`src/logic/issm_consts.svh`:
```
// Constants for the internal source select multiplexer: offsets, field positions, codes.
// Assumes a Wishbone register bus with 32-bit data and byte addressing.
`ifndef ISSM_CONSTS_SVH
`define ISSM_CONSTS_SVH

// Register word indices; the byte address on the bus is four times the index.
`define ISSM_PWM_SEL_IDX 8'h18
`define ISSM_DAC_SEL_IDX 8'h19
`define ISSM_TMR_SEL_IDX 8'h1a
// Byte addresses, kept at the 8-bit width of the address bus.
`define ISSM_PWM_SEL_ADR (`ISSM_PWM_SEL_IDX << 2)
`define ISSM_DAC_SEL_ADR (`ISSM_DAC_SEL_IDX << 2)
`define ISSM_TMR_SEL_ADR (`ISSM_TMR_SEL_IDX << 2)
`define ISSM_RESET_VAL 16'h0000

// PWM select register field positions.
`define ISSM_PWM_FIRST_LSB 0
`define ISSM_PWM_MID_LSB 3
// DAC select register field positions.
`define ISSM_DAC0_LSB 0
`define ISSM_DAC1_LSB 4
// Timer A select register bit positions.
`define ISSM_TMR_IN1_BIT 4
`define ISSM_TMR_IN2_BIT 8
`define ISSM_TMR_IN3_BIT 12

// PWM pair source codes.
`define ISSM_PSRC_PIN 3'h0
`define ISSM_PSRC_TMR 3'h1
`define ISSM_PSRC_ADC 3'h2
`define ISSM_PSRC_CMPA 3'h3
`define ISSM_PSRC_CMPB 3'h4

// DAC sync source codes.
`define ISSM_DSYNC_INTERVAL_TIMER_0_OUT 3'h0
`define ISSM_DSYNC_INTERVAL_TIMER_1_OUT 3'h1
`define ISSM_DSYNC_INTERVAL_TIMER_2_OUT 3'h2
`define ISSM_DSYNC_PWM 3'h3
`define ISSM_DSYNC_TA0 3'h4
`define ISSM_DSYNC_TA1 3'h5

`endif

```
`src/logic/issm_pkg.sv`:
```
// Types for the internal source select multiplexer.
// Assumes issm_consts.svh is in the include path.
package issm_pkg;

  typedef struct packed {
    logic [11:0] result;
    logic [11:0] high_limit;
    logic [11:0] low_limit;
  } issm_adc_slot_t;

  typedef struct packed {
    logic even_drive;
    logic odd_drive;
    logic force_valid;
    logic pair_source;
  } issm_pwm_pair_t;

  typedef struct packed {
    logic interval_timer_0_out;
    logic interval_timer_1_out;
    logic interval_timer_2_out;
    logic pwm_reload_sync;
    logic timer_a_channel_0;
    logic timer_a_channel_1;
    logic timer_a_channel_2;
    logic comparator_a_out;
    logic comparator_b_out;
  } issm_internal_t;

  typedef struct packed {
    logic timer_a_channel_3;
    logic timer_a_channel_2;
    logic timer_a_channel_1;
    logic pwm_middle_pair_source;
    logic pwm_first_pair_source;
  } issm_pins_t;

endpackage

```
`src/logic/issm_mux.sv`:
```
// Internal source select multiplexer: a Wishbone slave holding three select registers
// and the multiplexers they steer into PWM, DAC and timer A inputs.
// Assumes internal signals share clk_i; pin inputs are asynchronous and are synchronised here.
//
// Chosen here: the Wishbone interface to the registers.
`timescale 1ns/100ps
`include "issm_consts.svh"

module issm_mux (
  input wire logic clk_i,
  input wire logic rst_i,
  input wire logic wb_cyc_i,
  input wire logic wb_stb_i,
  input wire logic wb_we_i,
  input wire logic [7:0] wb_adr_i,
  input wire logic [3:0] wb_sel_i,
  input wire logic [31:0] wb_dat_i,
  output logic [31:0] wb_dat_o,
  output logic wb_ack_o,
  input wire issm_pkg::issm_pins_t pins_i,
  input wire issm_pkg::issm_internal_t internal_i,
  input wire issm_pkg::issm_adc_slot_t adc_slot_0_i,
  input wire issm_pkg::issm_adc_slot_t adc_slot_1_i,
  output issm_pkg::issm_pwm_pair_t pwm_first_pair_o,
  output issm_pkg::issm_pwm_pair_t pwm_middle_pair_o,
  output logic dac0_sync_o,
  output logic dac1_sync_o,
  output logic timer_a_in1_o,
  output logic timer_a_in2_o,
  output logic timer_a_in3_o
);
  import issm_pkg::*;

  // ********************************************************************
  // Register bus
  // ********************************************************************
  logic [2:0] pwm_first_pair_source_select;
  logic [2:0] pwm_middle_pair_source_select;
  logic [2:0] dac0_sync_source_select;
  logic [2:0] dac1_sync_source_select;
  logic timer_a_in1_select;
  logic timer_a_in2_select;
  logic timer_a_in3_select;
  logic [15:0] pwm_reg_view;
  logic [15:0] dac_reg_view;
  logic [15:0] tmr_reg_view;
  logic [15:0] next_rdata;
  logic bus_req;
  logic wr_pwm;
  logic wr_dac;
  logic wr_tmr;

  // Ack one cycle after the request, then drop it so the master can release.
  assign bus_req = wb_cyc_i && wb_stb_i && !wb_ack_o;
  // Writes land on the edge where the master samples ack, so the cycle completes and commits together.
  assign wr_pwm = wb_cyc_i && wb_stb_i && wb_ack_o && wb_we_i && wb_sel_i[0] && (wb_adr_i == `ISSM_PWM_SEL_ADR);
  assign wr_dac = wb_cyc_i && wb_stb_i && wb_ack_o && wb_we_i && wb_sel_i[0] && (wb_adr_i == `ISSM_DAC_SEL_ADR);
  assign wr_tmr = wb_cyc_i && wb_stb_i && wb_ack_o && wb_we_i && (wb_adr_i == `ISSM_TMR_SEL_ADR);

  always_ff @(posedge clk_i) begin
    if (rst_i) begin
      wb_ack_o <= 1'b0;
    end else begin
      wb_ack_o <= bus_req;
    end
  end

  // Only the defined field bits are stored, so reserved bits always read zero.
  always_ff @(posedge clk_i) begin
    if (rst_i) begin
      pwm_first_pair_source_select <= `ISSM_PSRC_PIN;
      pwm_middle_pair_source_select <= `ISSM_PSRC_PIN;
    end else if (wr_pwm) begin
      pwm_first_pair_source_select <= wb_dat_i[`ISSM_PWM_FIRST_LSB +: 3];
      pwm_middle_pair_source_select <= wb_dat_i[`ISSM_PWM_MID_LSB +: 3];
    end
  end

  always_ff @(posedge clk_i) begin
    if (rst_i) begin
      dac0_sync_source_select <= `ISSM_DSYNC_INTERVAL_TIMER_0_OUT;
      dac1_sync_source_select <= `ISSM_DSYNC_INTERVAL_TIMER_0_OUT;
    end else if (wr_dac) begin
      dac0_sync_source_select <= wb_dat_i[`ISSM_DAC0_LSB +: 3];
      dac1_sync_source_select <= wb_dat_i[`ISSM_DAC1_LSB +: 3];
    end
  end

  always_ff @(posedge clk_i) begin
    if (rst_i) begin
      timer_a_in1_select <= 1'b0;
      timer_a_in2_select <= 1'b0;
      timer_a_in3_select <= 1'b0;
    end else if (wr_tmr) begin
      if (wb_sel_i[0]) begin
        timer_a_in1_select <= wb_dat_i[`ISSM_TMR_IN1_BIT];
      end
      if (wb_sel_i[1]) begin
        timer_a_in2_select <= wb_dat_i[`ISSM_TMR_IN2_BIT];
        timer_a_in3_select <= wb_dat_i[`ISSM_TMR_IN3_BIT];
      end
    end
  end

  always_comb begin
    pwm_reg_view = `ISSM_RESET_VAL;
    pwm_reg_view[`ISSM_PWM_FIRST_LSB +: 3] = pwm_first_pair_source_select;
    pwm_reg_view[`ISSM_PWM_MID_LSB +: 3] = pwm_middle_pair_source_select;
    dac_reg_view = `ISSM_RESET_VAL;
    dac_reg_view[`ISSM_DAC0_LSB +: 3] = dac0_sync_source_select;
    dac_reg_view[`ISSM_DAC1_LSB +: 3] = dac1_sync_source_select;
    tmr_reg_view = `ISSM_RESET_VAL;
    tmr_reg_view[`ISSM_TMR_IN1_BIT] = timer_a_in1_select;
    tmr_reg_view[`ISSM_TMR_IN2_BIT] = timer_a_in2_select;
    tmr_reg_view[`ISSM_TMR_IN3_BIT] = timer_a_in3_select;
    // Unmapped addresses read zero and are still acknowledged.
    case (wb_adr_i)
      `ISSM_PWM_SEL_ADR: next_rdata = pwm_reg_view;
      `ISSM_DAC_SEL_ADR: next_rdata = dac_reg_view;
      `ISSM_TMR_SEL_ADR: next_rdata = tmr_reg_view;
      default: next_rdata = `ISSM_RESET_VAL;
    endcase
  end

  always_ff @(posedge clk_i) begin
    if (rst_i) begin
      wb_dat_o <= 32'h0000_0000;
    end else if (bus_req && !wb_we_i) begin
      wb_dat_o <= {16'h0000, next_rdata};
    end
  end

  // ********************************************************************
  // Pin synchronisers
  // ********************************************************************
  issm_pins_t pins_meta;
  issm_pins_t pins_sync;

  always_ff @(posedge clk_i) begin
    if (rst_i) begin
      pins_meta <= '0;
      pins_sync <= '0;
    end else begin
      pins_meta <= pins_i;
      pins_sync <= pins_meta;
    end
  end

  // ********************************************************************
  // PWM pair sources
  // ********************************************************************
  issm_pwm_pair_t next_first_pair;
  issm_pwm_pair_t next_middle_pair;

  // ADC mode forces the pair only outside the limit window; inside it nothing is forced.
  function automatic issm_pwm_pair_t pair_route(input logic [2:0] sel, input logic pin,
      input logic tmr, input issm_adc_slot_t slot, input issm_internal_t inn);
    issm_pwm_pair_t p;
    p = '0;
    case (sel)
      `ISSM_PSRC_PIN: p.pair_source = pin;
      `ISSM_PSRC_TMR: p.pair_source = tmr;
      `ISSM_PSRC_ADC: begin
        if (slot.result > slot.high_limit) begin
          p.force_valid = 1'b1;
          p.even_drive = 1'b0;
          p.odd_drive = 1'b1;
        end else if (slot.result < slot.low_limit) begin
          p.force_valid = 1'b1;
          p.even_drive = 1'b1;
          p.odd_drive = 1'b0;
        end
      end
      `ISSM_PSRC_CMPA: p.pair_source = inn.comparator_a_out;
      `ISSM_PSRC_CMPB: p.pair_source = inn.comparator_b_out;
      default: p = '0;
    endcase
    return p;
  endfunction

  always_comb begin
    next_first_pair = pair_route(pwm_first_pair_source_select, pins_sync.pwm_first_pair_source,
        internal_i.timer_a_channel_0, adc_slot_0_i, internal_i);
    next_middle_pair = pair_route(pwm_middle_pair_source_select, pins_sync.pwm_middle_pair_source,
        internal_i.timer_a_channel_2, adc_slot_1_i, internal_i);
  end

  always_ff @(posedge clk_i) begin
    if (rst_i) begin
      pwm_first_pair_o <= '0;
      pwm_middle_pair_o <= '0;
    end else begin
      pwm_first_pair_o <= next_first_pair;
      pwm_middle_pair_o <= next_middle_pair;
    end
  end

  // ********************************************************************
  // DAC sync and timer A inputs
  // ********************************************************************
  function automatic logic dsync_route(input logic [2:0] sel, input issm_internal_t inn);
    logic s;
    s = 1'b0;
    case (sel)
      `ISSM_DSYNC_INTERVAL_TIMER_0_OUT: s = inn.interval_timer_0_out;
      `ISSM_DSYNC_INTERVAL_TIMER_1_OUT: s = inn.interval_timer_1_out;
      `ISSM_DSYNC_INTERVAL_TIMER_2_OUT: s = inn.interval_timer_2_out;
      `ISSM_DSYNC_PWM: s = inn.pwm_reload_sync;
      `ISSM_DSYNC_TA0: s = inn.timer_a_channel_0;
      `ISSM_DSYNC_TA1: s = inn.timer_a_channel_1;
      default: s = 1'b0;
    endcase
    return s;
  endfunction

  always_ff @(posedge clk_i) begin
    if (rst_i) begin
      dac0_sync_o <= 1'b0;
      dac1_sync_o <= 1'b0;
    end else begin
      dac0_sync_o <= dsync_route(dac0_sync_source_select, internal_i);
      dac1_sync_o <= dsync_route(dac1_sync_source_select, internal_i);
    end
  end

  // Reload sync into timer A is only meaningful when both share a clock rate.
  always_ff @(posedge clk_i) begin
    if (rst_i) begin
      timer_a_in1_o <= 1'b0;
      timer_a_in2_o <= 1'b0;
      timer_a_in3_o <= 1'b0;
    end else begin
      timer_a_in1_o <= timer_a_in1_select ? internal_i.comparator_a_out : pins_sync.timer_a_channel_1;
      timer_a_in2_o <= timer_a_in2_select ? internal_i.comparator_b_out : pins_sync.timer_a_channel_2;
      timer_a_in3_o <= timer_a_in3_select ? internal_i.pwm_reload_sync : pins_sync.timer_a_channel_3;
    end
  end

  // ********************************************************************
  // Assertions
  // ********************************************************************
  adc_high_first_a: assert property (@(posedge clk_i) disable iff (rst_i)
    (pwm_first_pair_source_select == `ISSM_PSRC_ADC && adc_slot_0_i.result > adc_slot_0_i.high_limit)
    |=> (pwm_first_pair_o.force_valid && !pwm_first_pair_o.even_drive && pwm_first_pair_o.odd_drive))
    else $error("first pair high limit force wrong");
  adc_low_first_a: assert property (@(posedge clk_i) disable iff (rst_i)
    (pwm_first_pair_source_select == `ISSM_PSRC_ADC && adc_slot_0_i.result < adc_slot_0_i.low_limit
     && adc_slot_0_i.result <= adc_slot_0_i.high_limit)
    |=> (pwm_first_pair_o.force_valid && pwm_first_pair_o.even_drive && !pwm_first_pair_o.odd_drive))
    else $error("first pair low limit force wrong");
  adc_high_mid_a: assert property (@(posedge clk_i) disable iff (rst_i)
    (pwm_middle_pair_source_select == `ISSM_PSRC_ADC && adc_slot_1_i.result > adc_slot_1_i.high_limit)
    |=> (pwm_middle_pair_o.force_valid && !pwm_middle_pair_o.even_drive && pwm_middle_pair_o.odd_drive))
    else $error("middle pair high limit force wrong");
  adc_low_mid_a: assert property (@(posedge clk_i) disable iff (rst_i)
    (pwm_middle_pair_source_select == `ISSM_PSRC_ADC && adc_slot_1_i.result < adc_slot_1_i.low_limit
     && adc_slot_1_i.result <= adc_slot_1_i.high_limit)
    |=> (pwm_middle_pair_o.force_valid && pwm_middle_pair_o.even_drive && !pwm_middle_pair_o.odd_drive))
    else $error("middle pair low limit force wrong");
  mid_timer_route_a: assert property (@(posedge clk_i) disable iff (rst_i)
    (pwm_middle_pair_source_select == `ISSM_PSRC_TMR)
    |=> (pwm_middle_pair_o.pair_source == $past(internal_i.timer_a_channel_2)))
    else $error("middle pair timer route wrong");
  reserved_low_a: assert property (@(posedge clk_i) disable iff (rst_i)
    (pwm_first_pair_source_select > `ISSM_PSRC_CMPB) |=> (pwm_first_pair_o == '0))
    else $error("reserved first pair code not low");
  dac1_route_a: assert property (@(posedge clk_i) disable iff (rst_i)
    (dac1_sync_source_select == `ISSM_DSYNC_PWM) |=> (dac1_sync_o == $past(internal_i.pwm_reload_sync)))
    else $error("dac1 sync route wrong");
  dac0_route_a: assert property (@(posedge clk_i) disable iff (rst_i)
    (dac0_sync_source_select == `ISSM_DSYNC_TA1) |=> (dac0_sync_o == $past(internal_i.timer_a_channel_1)))
    else $error("dac0 sync route wrong");
  tmr_in3_route_a: assert property (@(posedge clk_i) disable iff (rst_i)
    (timer_a_in3_select) |=> (timer_a_in3_o == $past(internal_i.pwm_reload_sync)))
    else $error("timer input 3 route wrong");
  tmr_in2_pin_a: assert property (@(posedge clk_i) disable iff (rst_i)
    (!timer_a_in2_select) |=> (timer_a_in2_o == $past(pins_i.timer_a_channel_2, 3)))
    else $error("timer input 2 pin route wrong");
  tmr_in1_cmp_a: assert property (@(posedge clk_i) disable iff (rst_i)
    (timer_a_in1_select) |=> (timer_a_in1_o == $past(internal_i.comparator_a_out)))
    else $error("timer input 1 route wrong");
  write_update_a: assert property (@(posedge clk_i) disable iff (rst_i)
    (wr_tmr && wb_sel_i[1]) |=> (timer_a_in2_select == $past(wb_dat_i[`ISSM_TMR_IN2_BIT])
     && !wb_ack_o && wb_dat_o[31:16] == 16'h0000))
    else $error("timer select write not stored");
  ack_pulse_a: assert property (@(posedge clk_i) disable iff (rst_i)
    (wb_ack_o) |=> (!wb_ack_o))
    else $error("ack held longer than one cycle");
  first_pin_route_a: assert property (@(posedge clk_i) disable iff (rst_i)
    (pwm_first_pair_source_select == `ISSM_PSRC_PIN)
    |=> (pwm_first_pair_o.pair_source == $past(pins_sync.pwm_first_pair_source)))
    else $error("first pair pin route wrong");
  first_tmr_route_a: assert property (@(posedge clk_i) disable iff (rst_i)
    (pwm_first_pair_source_select == `ISSM_PSRC_TMR)
    |=> (pwm_first_pair_o.pair_source == $past(internal_i.timer_a_channel_0)))
    else $error("first pair timer route wrong");
  first_cmpa_route_a: assert property (@(posedge clk_i) disable iff (rst_i)
    (pwm_first_pair_source_select == `ISSM_PSRC_CMPA)
    |=> (pwm_first_pair_o.pair_source == $past(internal_i.comparator_a_out)))
    else $error("first pair comparator A route wrong");
  first_cmpb_route_a: assert property (@(posedge clk_i) disable iff (rst_i)
    (pwm_first_pair_source_select == `ISSM_PSRC_CMPB)
    |=> (pwm_first_pair_o.pair_source == $past(internal_i.comparator_b_out)))
    else $error("first pair comparator B route wrong");
  mid_pin_route_a: assert property (@(posedge clk_i) disable iff (rst_i)
    (pwm_middle_pair_source_select == `ISSM_PSRC_PIN)
    |=> (pwm_middle_pair_o.pair_source == $past(pins_sync.pwm_middle_pair_source)))
    else $error("middle pair pin route wrong");
  mid_cmpa_route_a: assert property (@(posedge clk_i) disable iff (rst_i)
    (pwm_middle_pair_source_select == `ISSM_PSRC_CMPA)
    |=> (pwm_middle_pair_o.pair_source == $past(internal_i.comparator_a_out)))
    else $error("middle pair comparator A route wrong");
  mid_cmpb_route_a: assert property (@(posedge clk_i) disable iff (rst_i)
    (pwm_middle_pair_source_select == `ISSM_PSRC_CMPB)
    |=> (pwm_middle_pair_o.pair_source == $past(internal_i.comparator_b_out)))
    else $error("middle pair comparator B route wrong");
  mid_reserved_low_a: assert property (@(posedge clk_i) disable iff (rst_i)
    (pwm_middle_pair_source_select > `ISSM_PSRC_CMPB)
    |=> (pwm_middle_pair_o == '0))
    else $error("reserved middle pair code not low");
  dac0_reserved_low_a: assert property (@(posedge clk_i) disable iff (rst_i)
    (dac0_sync_source_select > `ISSM_DSYNC_TA1)
    |=> (!dac0_sync_o))
    else $error("reserved dac0 sync code not low");
  dac1_reserved_low_a: assert property (@(posedge clk_i) disable iff (rst_i)
    (dac1_sync_source_select > `ISSM_DSYNC_TA1)
    |=> (!dac1_sync_o))
    else $error("reserved dac1 sync code not low");
  tmr_in3_pin_a: assert property (@(posedge clk_i) disable iff (rst_i)
    (!timer_a_in3_select)
    |=> (timer_a_in3_o == $past(pins_sync.timer_a_channel_3)))
    else $error("timer input 3 pin route wrong");
  tmr_in1_pin_a: assert property (@(posedge clk_i) disable iff (rst_i)
    (!timer_a_in1_select)
    |=> (timer_a_in1_o == $past(pins_sync.timer_a_channel_1)))
    else $error("timer input 1 pin route wrong");
  tmr_in2_cmp_a: assert property (@(posedge clk_i) disable iff (rst_i)
    (timer_a_in2_select)
    |=> (timer_a_in2_o == $past(internal_i.comparator_b_out)))
    else $error("timer input 2 comparator route wrong");

endmodule

```
`config.mk`:
```
export PLATFORM = sky130hd
export DESIGN_NAME = issm_mux
export DESIGN_NICKNAME = d
export VERILOG_FILES = /design/src/logic/issm_pkg.sv /design/src/logic/issm_mux.sv
export VERILOG_INCLUDE_DIRS = /design/src /design/src/logic
export SDC_FILE = /design/constraint.sdc
export NUM_CORES = 1
export LEC_CHECK = 0
export BUFFER_PORTS_ARGS = -buffer_cell sky130_fd_sc_hd__clkbuf_2
export CAP_MARGIN = 10
export CORE_UTILIZATION = 45
export CTS_CLUSTER_SIZE = 14
export DETAILED_ROUTE_END_ITERATION = 10
export GPL_TIMING_DRIVEN = 0
export PLACE_DENSITY = 0.82
export SYNTH_ARGS = -nofsm -noshare
export SYNTH_HDL_FRONTEND = slang
export SYNTH_SLANG_ARGS = --single-unit
```
`constraint.sdc`:
```
create_clock -name clk_i -period 2.5 [get_ports clk_i]
set_input_delay 0.375 -clock clk_i [delete_from_list [all_inputs] [get_ports clk_i]]
set_output_delay 0.375 -clock clk_i [all_outputs]
set_load 0.05 [all_outputs]
```
==> flow_summary.json <==
{
  "reg2reg_depth": 4,
  "die_y_um": 85.59,
  "hold_viol_final": 0,
  "avgSynthCellArea_sq_um": 8.614,
  "fin_crit_ns": 2.049,
  "outcome": "complete, no violations",
  "vias": 2981,
  "max_cap_violations": 0,
  "clkTransAtPathRegs_ns": 0.08,
  "rsz0062_at_grt": "no",
  "synth.area.top_cells": "dfxtp_1 31%, ha_1 18%, mux2i_1 7.3%, inv_1 5.8%, buf_4 5.5%",
  "synth_warnings": 0,
  "fin_nets": 705,
  "dieArea_sq_um": 7326,
  "cts-root-buf": "clkbuf_8",
  "crit_path_end_kind": "flip-flop",
  "slew_headroom_pct": 55.42,
  "cts.path.max_buffers": 2,
  "slew_viol_final": 0,
  "required_ns": 2.67,
  "gp_congestion": 0.7901,
  "antenna_left": 0,
  "io_pins": 181,
  "synth_cell_types": 39,
  "crit_slowest_cell": "nor4_4",
  "hold_path_class": "in -> reg",
  "synthToLayoutAreaGrowth_pct": 28.97,
  "fmaxAchievable_ghz": 0.4881,
  "htree_levels": 2,
  "fillCellCount": 628,
  "p_sw_mw": 0.4904,
  "critPathTopFamily": "simple AND/OR/NAND/NOR gates",
  "antenna_found_initial": 0,
  "cts_setup_buffers": 0,
  "io_buffers": 130,
  "synth_ff_type": "dfxtp_1",
  "synth-seq-cells": 48,
  "fin_crit_sh_pct": 81.95,
  "pwr-share-seq_pct": 47.7,
  "cts_hold_buffers": 0,
  "multiInputGateArea_sq_um": 1872,
  "yosysSeqAreaShare_pct": 30.56,
  "initial_core_util_pct": 46.54,
  "fin_util_pct": 60.02,
  "grt_first_pass_wirelength_um": 11610,
  "stdcell_area_sq_um": 4055,
  "path_cells": "clkbuf_2 -> or4b_1 -> or3_4 -> nor4_4 -> mux2i_1 -> nor2_1",
  "slowest_delay_ns": 0.55,
  "ir_drop_uv": 233.8,
  "worst_slack_ns": 0.4513,
  "share_comb_of_total_power_pct": 26.2,
  "hp-start": "pins_i[0]",
  "skew_ns": 0.006170,
  "drc": 0,
  "place_inst": 597,
  "rr_endpoint": "wb_dat_o[3]$_SDFFE_PP0P_",
  "p_leak_nw": 2.165,
  "worst_slew_pin_slew_ns": 0.6636,
  "fin_cells": 604,
  "async_flop_share_pct": 0,
  "cellPowerDensity_nw_per_um2": 403.1,
  "setup_viol": 0,
  "hold_depth": 2,
  "clock_sinks": 48,
  "routedWlPerCell_um": 11.90,
  "worstSetupPathType": "in -> reg",
  "crit_path_start_kind": "input pin",
  "yosysMostFrequentCell": "inv_1",
  "setup_tns_ns": 0,
  "grt_overflow": 0,
  "syn_inst": 365,
  "core_area_sq_um": 6756,
  "r2r_setup_slack_ns": 0.81,
  "viasPerCell": 4.935,
  "synth_commonest_cells": "49 x inv_1, 48 x dfxtp_1, 46 x ha_1, 41 x nor2_1",
  "place_ws_ns": 0.1514,
  "yosys.area.top_type": "dfxtp_1",
  "power_switching_share_pct": 30.00,
  "track_usage_pct": 19.81,
  "detail_route.wirelength_um": 7190,
  "hold_path_end": "pins_meta[0]$_SDFF_PP0_",
  "first_global_vias": 2804,
  "postPlaceCellArea_sq_um": 3978,
  "clkPwrFrac_pct": 26.1,
  "regArea_sq_um": 960.9,
  "cts_buffers": 5,
  "antenna_cells": 0,
  "drive_gt1_share_pct": 32.44,
  "cts_resized": 0,
  "path_buf_inv": 1,
  "dpl.hpwl_um": 6193,
  "dr.first_iter.drc_count": 54,
  "worst-path-max-fanout": 6,
  "drtPass1Iterations": 4,
  "grt_max_degree": 14,
  "r2r-start": "wb_ack_o$_SDFF_PP0_",
  "synth-edff-count": 0,
  "fp.dieW_um": 85.59,
  "cp.arrival_ns": 2.22,
  "cts_tree": "done",
  "insertion_delay_ns": 0.30,
  "yosysTopAreaCellShare_pct": 30.56,
  "p_int_mw": 1.144,
  "core.rowCount": 30,
  "synth_area_sq_um": 3144
}
-- metal layers --
layer	wire [um]	GRT usage, %
met1	2965	21.62
met5	0	0
met2	3664	37.24
met4	112	5.455
met3	447	5.679
-- cell usage in the layout, fill, tap and decap left out, drive strengths merged --
cell and instances:
clkbuf 143, inv 49, dfxtp 48, ha 46
nor2 41, buf 24, mux2i 23, conb 23
a21oi 19, nand2 16, nor2b 16, o21ai 11
nand4 8, nor3 6, nand3 6, a211oi 6
a22oi 4, o211ai 4, mux2 3, or3 3
or4b 3, mux4 2, a32oi 2, a31oi 2
o2111ai 2, o31a 2, o41ai 2, nor4 2
nand2b 1, and4 1, or4 1, and3 1
a211o 1, nand3b 1, a221oi 1, clkinv 1
-- power by group through the flow --
| stage | logic, mW | registers, mW | clock network, mW |
|---|---|---|---|
| floorplan | 0.269 | 0.812 | 0 |
| global placement | 0.413 | 0.797 | 0 |
| detailed placement | 0.428 | 0.798 | 0 |
| CTS | 0.430 | 0.779 | 0.438 |
| global route | 0.477 | 0.781 | 0.472 |
| finish | 0.429 | 0.779 | 0.427 |
-- metrics by stage --
| step | hold slack [ns] | power (mW) |
|---|---|---|
| after detailed placement | 0.4253 | 1.225 |
| after CTS | 0.2847 | 1.647 |
| final | 0.2870 | 1.635 |
| after global routing | 0.2928 | 1.730 |
| after global placement | 0.4177 | 1.210 |
| after floorplan | 0.4138 | 1.081 |
-- sequential cells by signal (all words and copies together) (netlist names) --
register / cells
pins_meta: 5
timer_a_in2_select: 1
dac0_sync_o: 1
timer_a_in3_select: 1
pwm_first_pair_source_select: 3
pwm_first_pair_o: 4
wb_dat_o: 9
wb_ack_o: 1
dac1_sync_o: 1
pwm_middle_pair_o: 4
timer_a_in1_o: 1
timer_a_in3_o: 1
dac1_sync_source_select: 3
dac0_sync_source_select: 3
pins_sync: 5
pwm_middle_pair_source_select: 3
timer_a_in2_o: 1
timer_a_in1_select: 1
-- worst max path at each step --
stage,start,end,slack (ns),cells past startpoint
finish,wb_adr_i[1],pwm_first_pair_source_select[2]$_SDFFE_PP0P_,0.45,6
global route,wb_adr_i[1],pwm_middle_pair_source_select[2]$_SDFFE_PP0P_,0.35,6
CTS,wb_adr_i[1],pwm_middle_pair_source_select[1]$_SDFFE_PP0P_,0.45,6
detailed placement,wb_adr_i[1],pwm_first_pair_source_select[0]$_SDFFE_PP0P_,0.15,6
global placement,wb_adr_i[1],pwm_first_pair_source_select[0]$_SDFFE_PP0P_,0.17,6
floorplan,wb_adr_i[1],dac1_sync_source_select[2]$_SDFFE_PP0P_,0.29,6
-- final cells by class --
class | instances | share of cell area, %
multi-input cells | 259 | 46.16
well taps | 80 | 2.468
clock inverters | 1 | 0.1234
plain buffers | 31 | 5.184
clock buffers | 6 | 1.790
flip-flops and latches | 48 | 23.70
repair buffers | 130 | 16.04
inverters | 49 | 4.536
-- kinds of logic after synthesis --
family | Yosys count | share of synthesized area [%]
flip-flops | 48 | 30.56
AND/OR/NAND/NOR | 106 | 17.35
other | 1 | 0.1193
multiplexers | 28 | 9.829
AO/OA/AOI/OAI | 56 | 11.30
adder cells (fa/ha/maj) | 46 | 18.30
buffers and inverters | 80 | 12.54
-- worst reg2reg max path, delay by kind of cell (launching register included) --
kind / cells / cell delay, ns
AND/OR/NAND/NOR: 3 / 1.09
flip-flops: 1 / 0.34
AO/OA/AOI/OAI: 1 / 0.20
No activity file was read; power rests on OpenSTA's default activity.
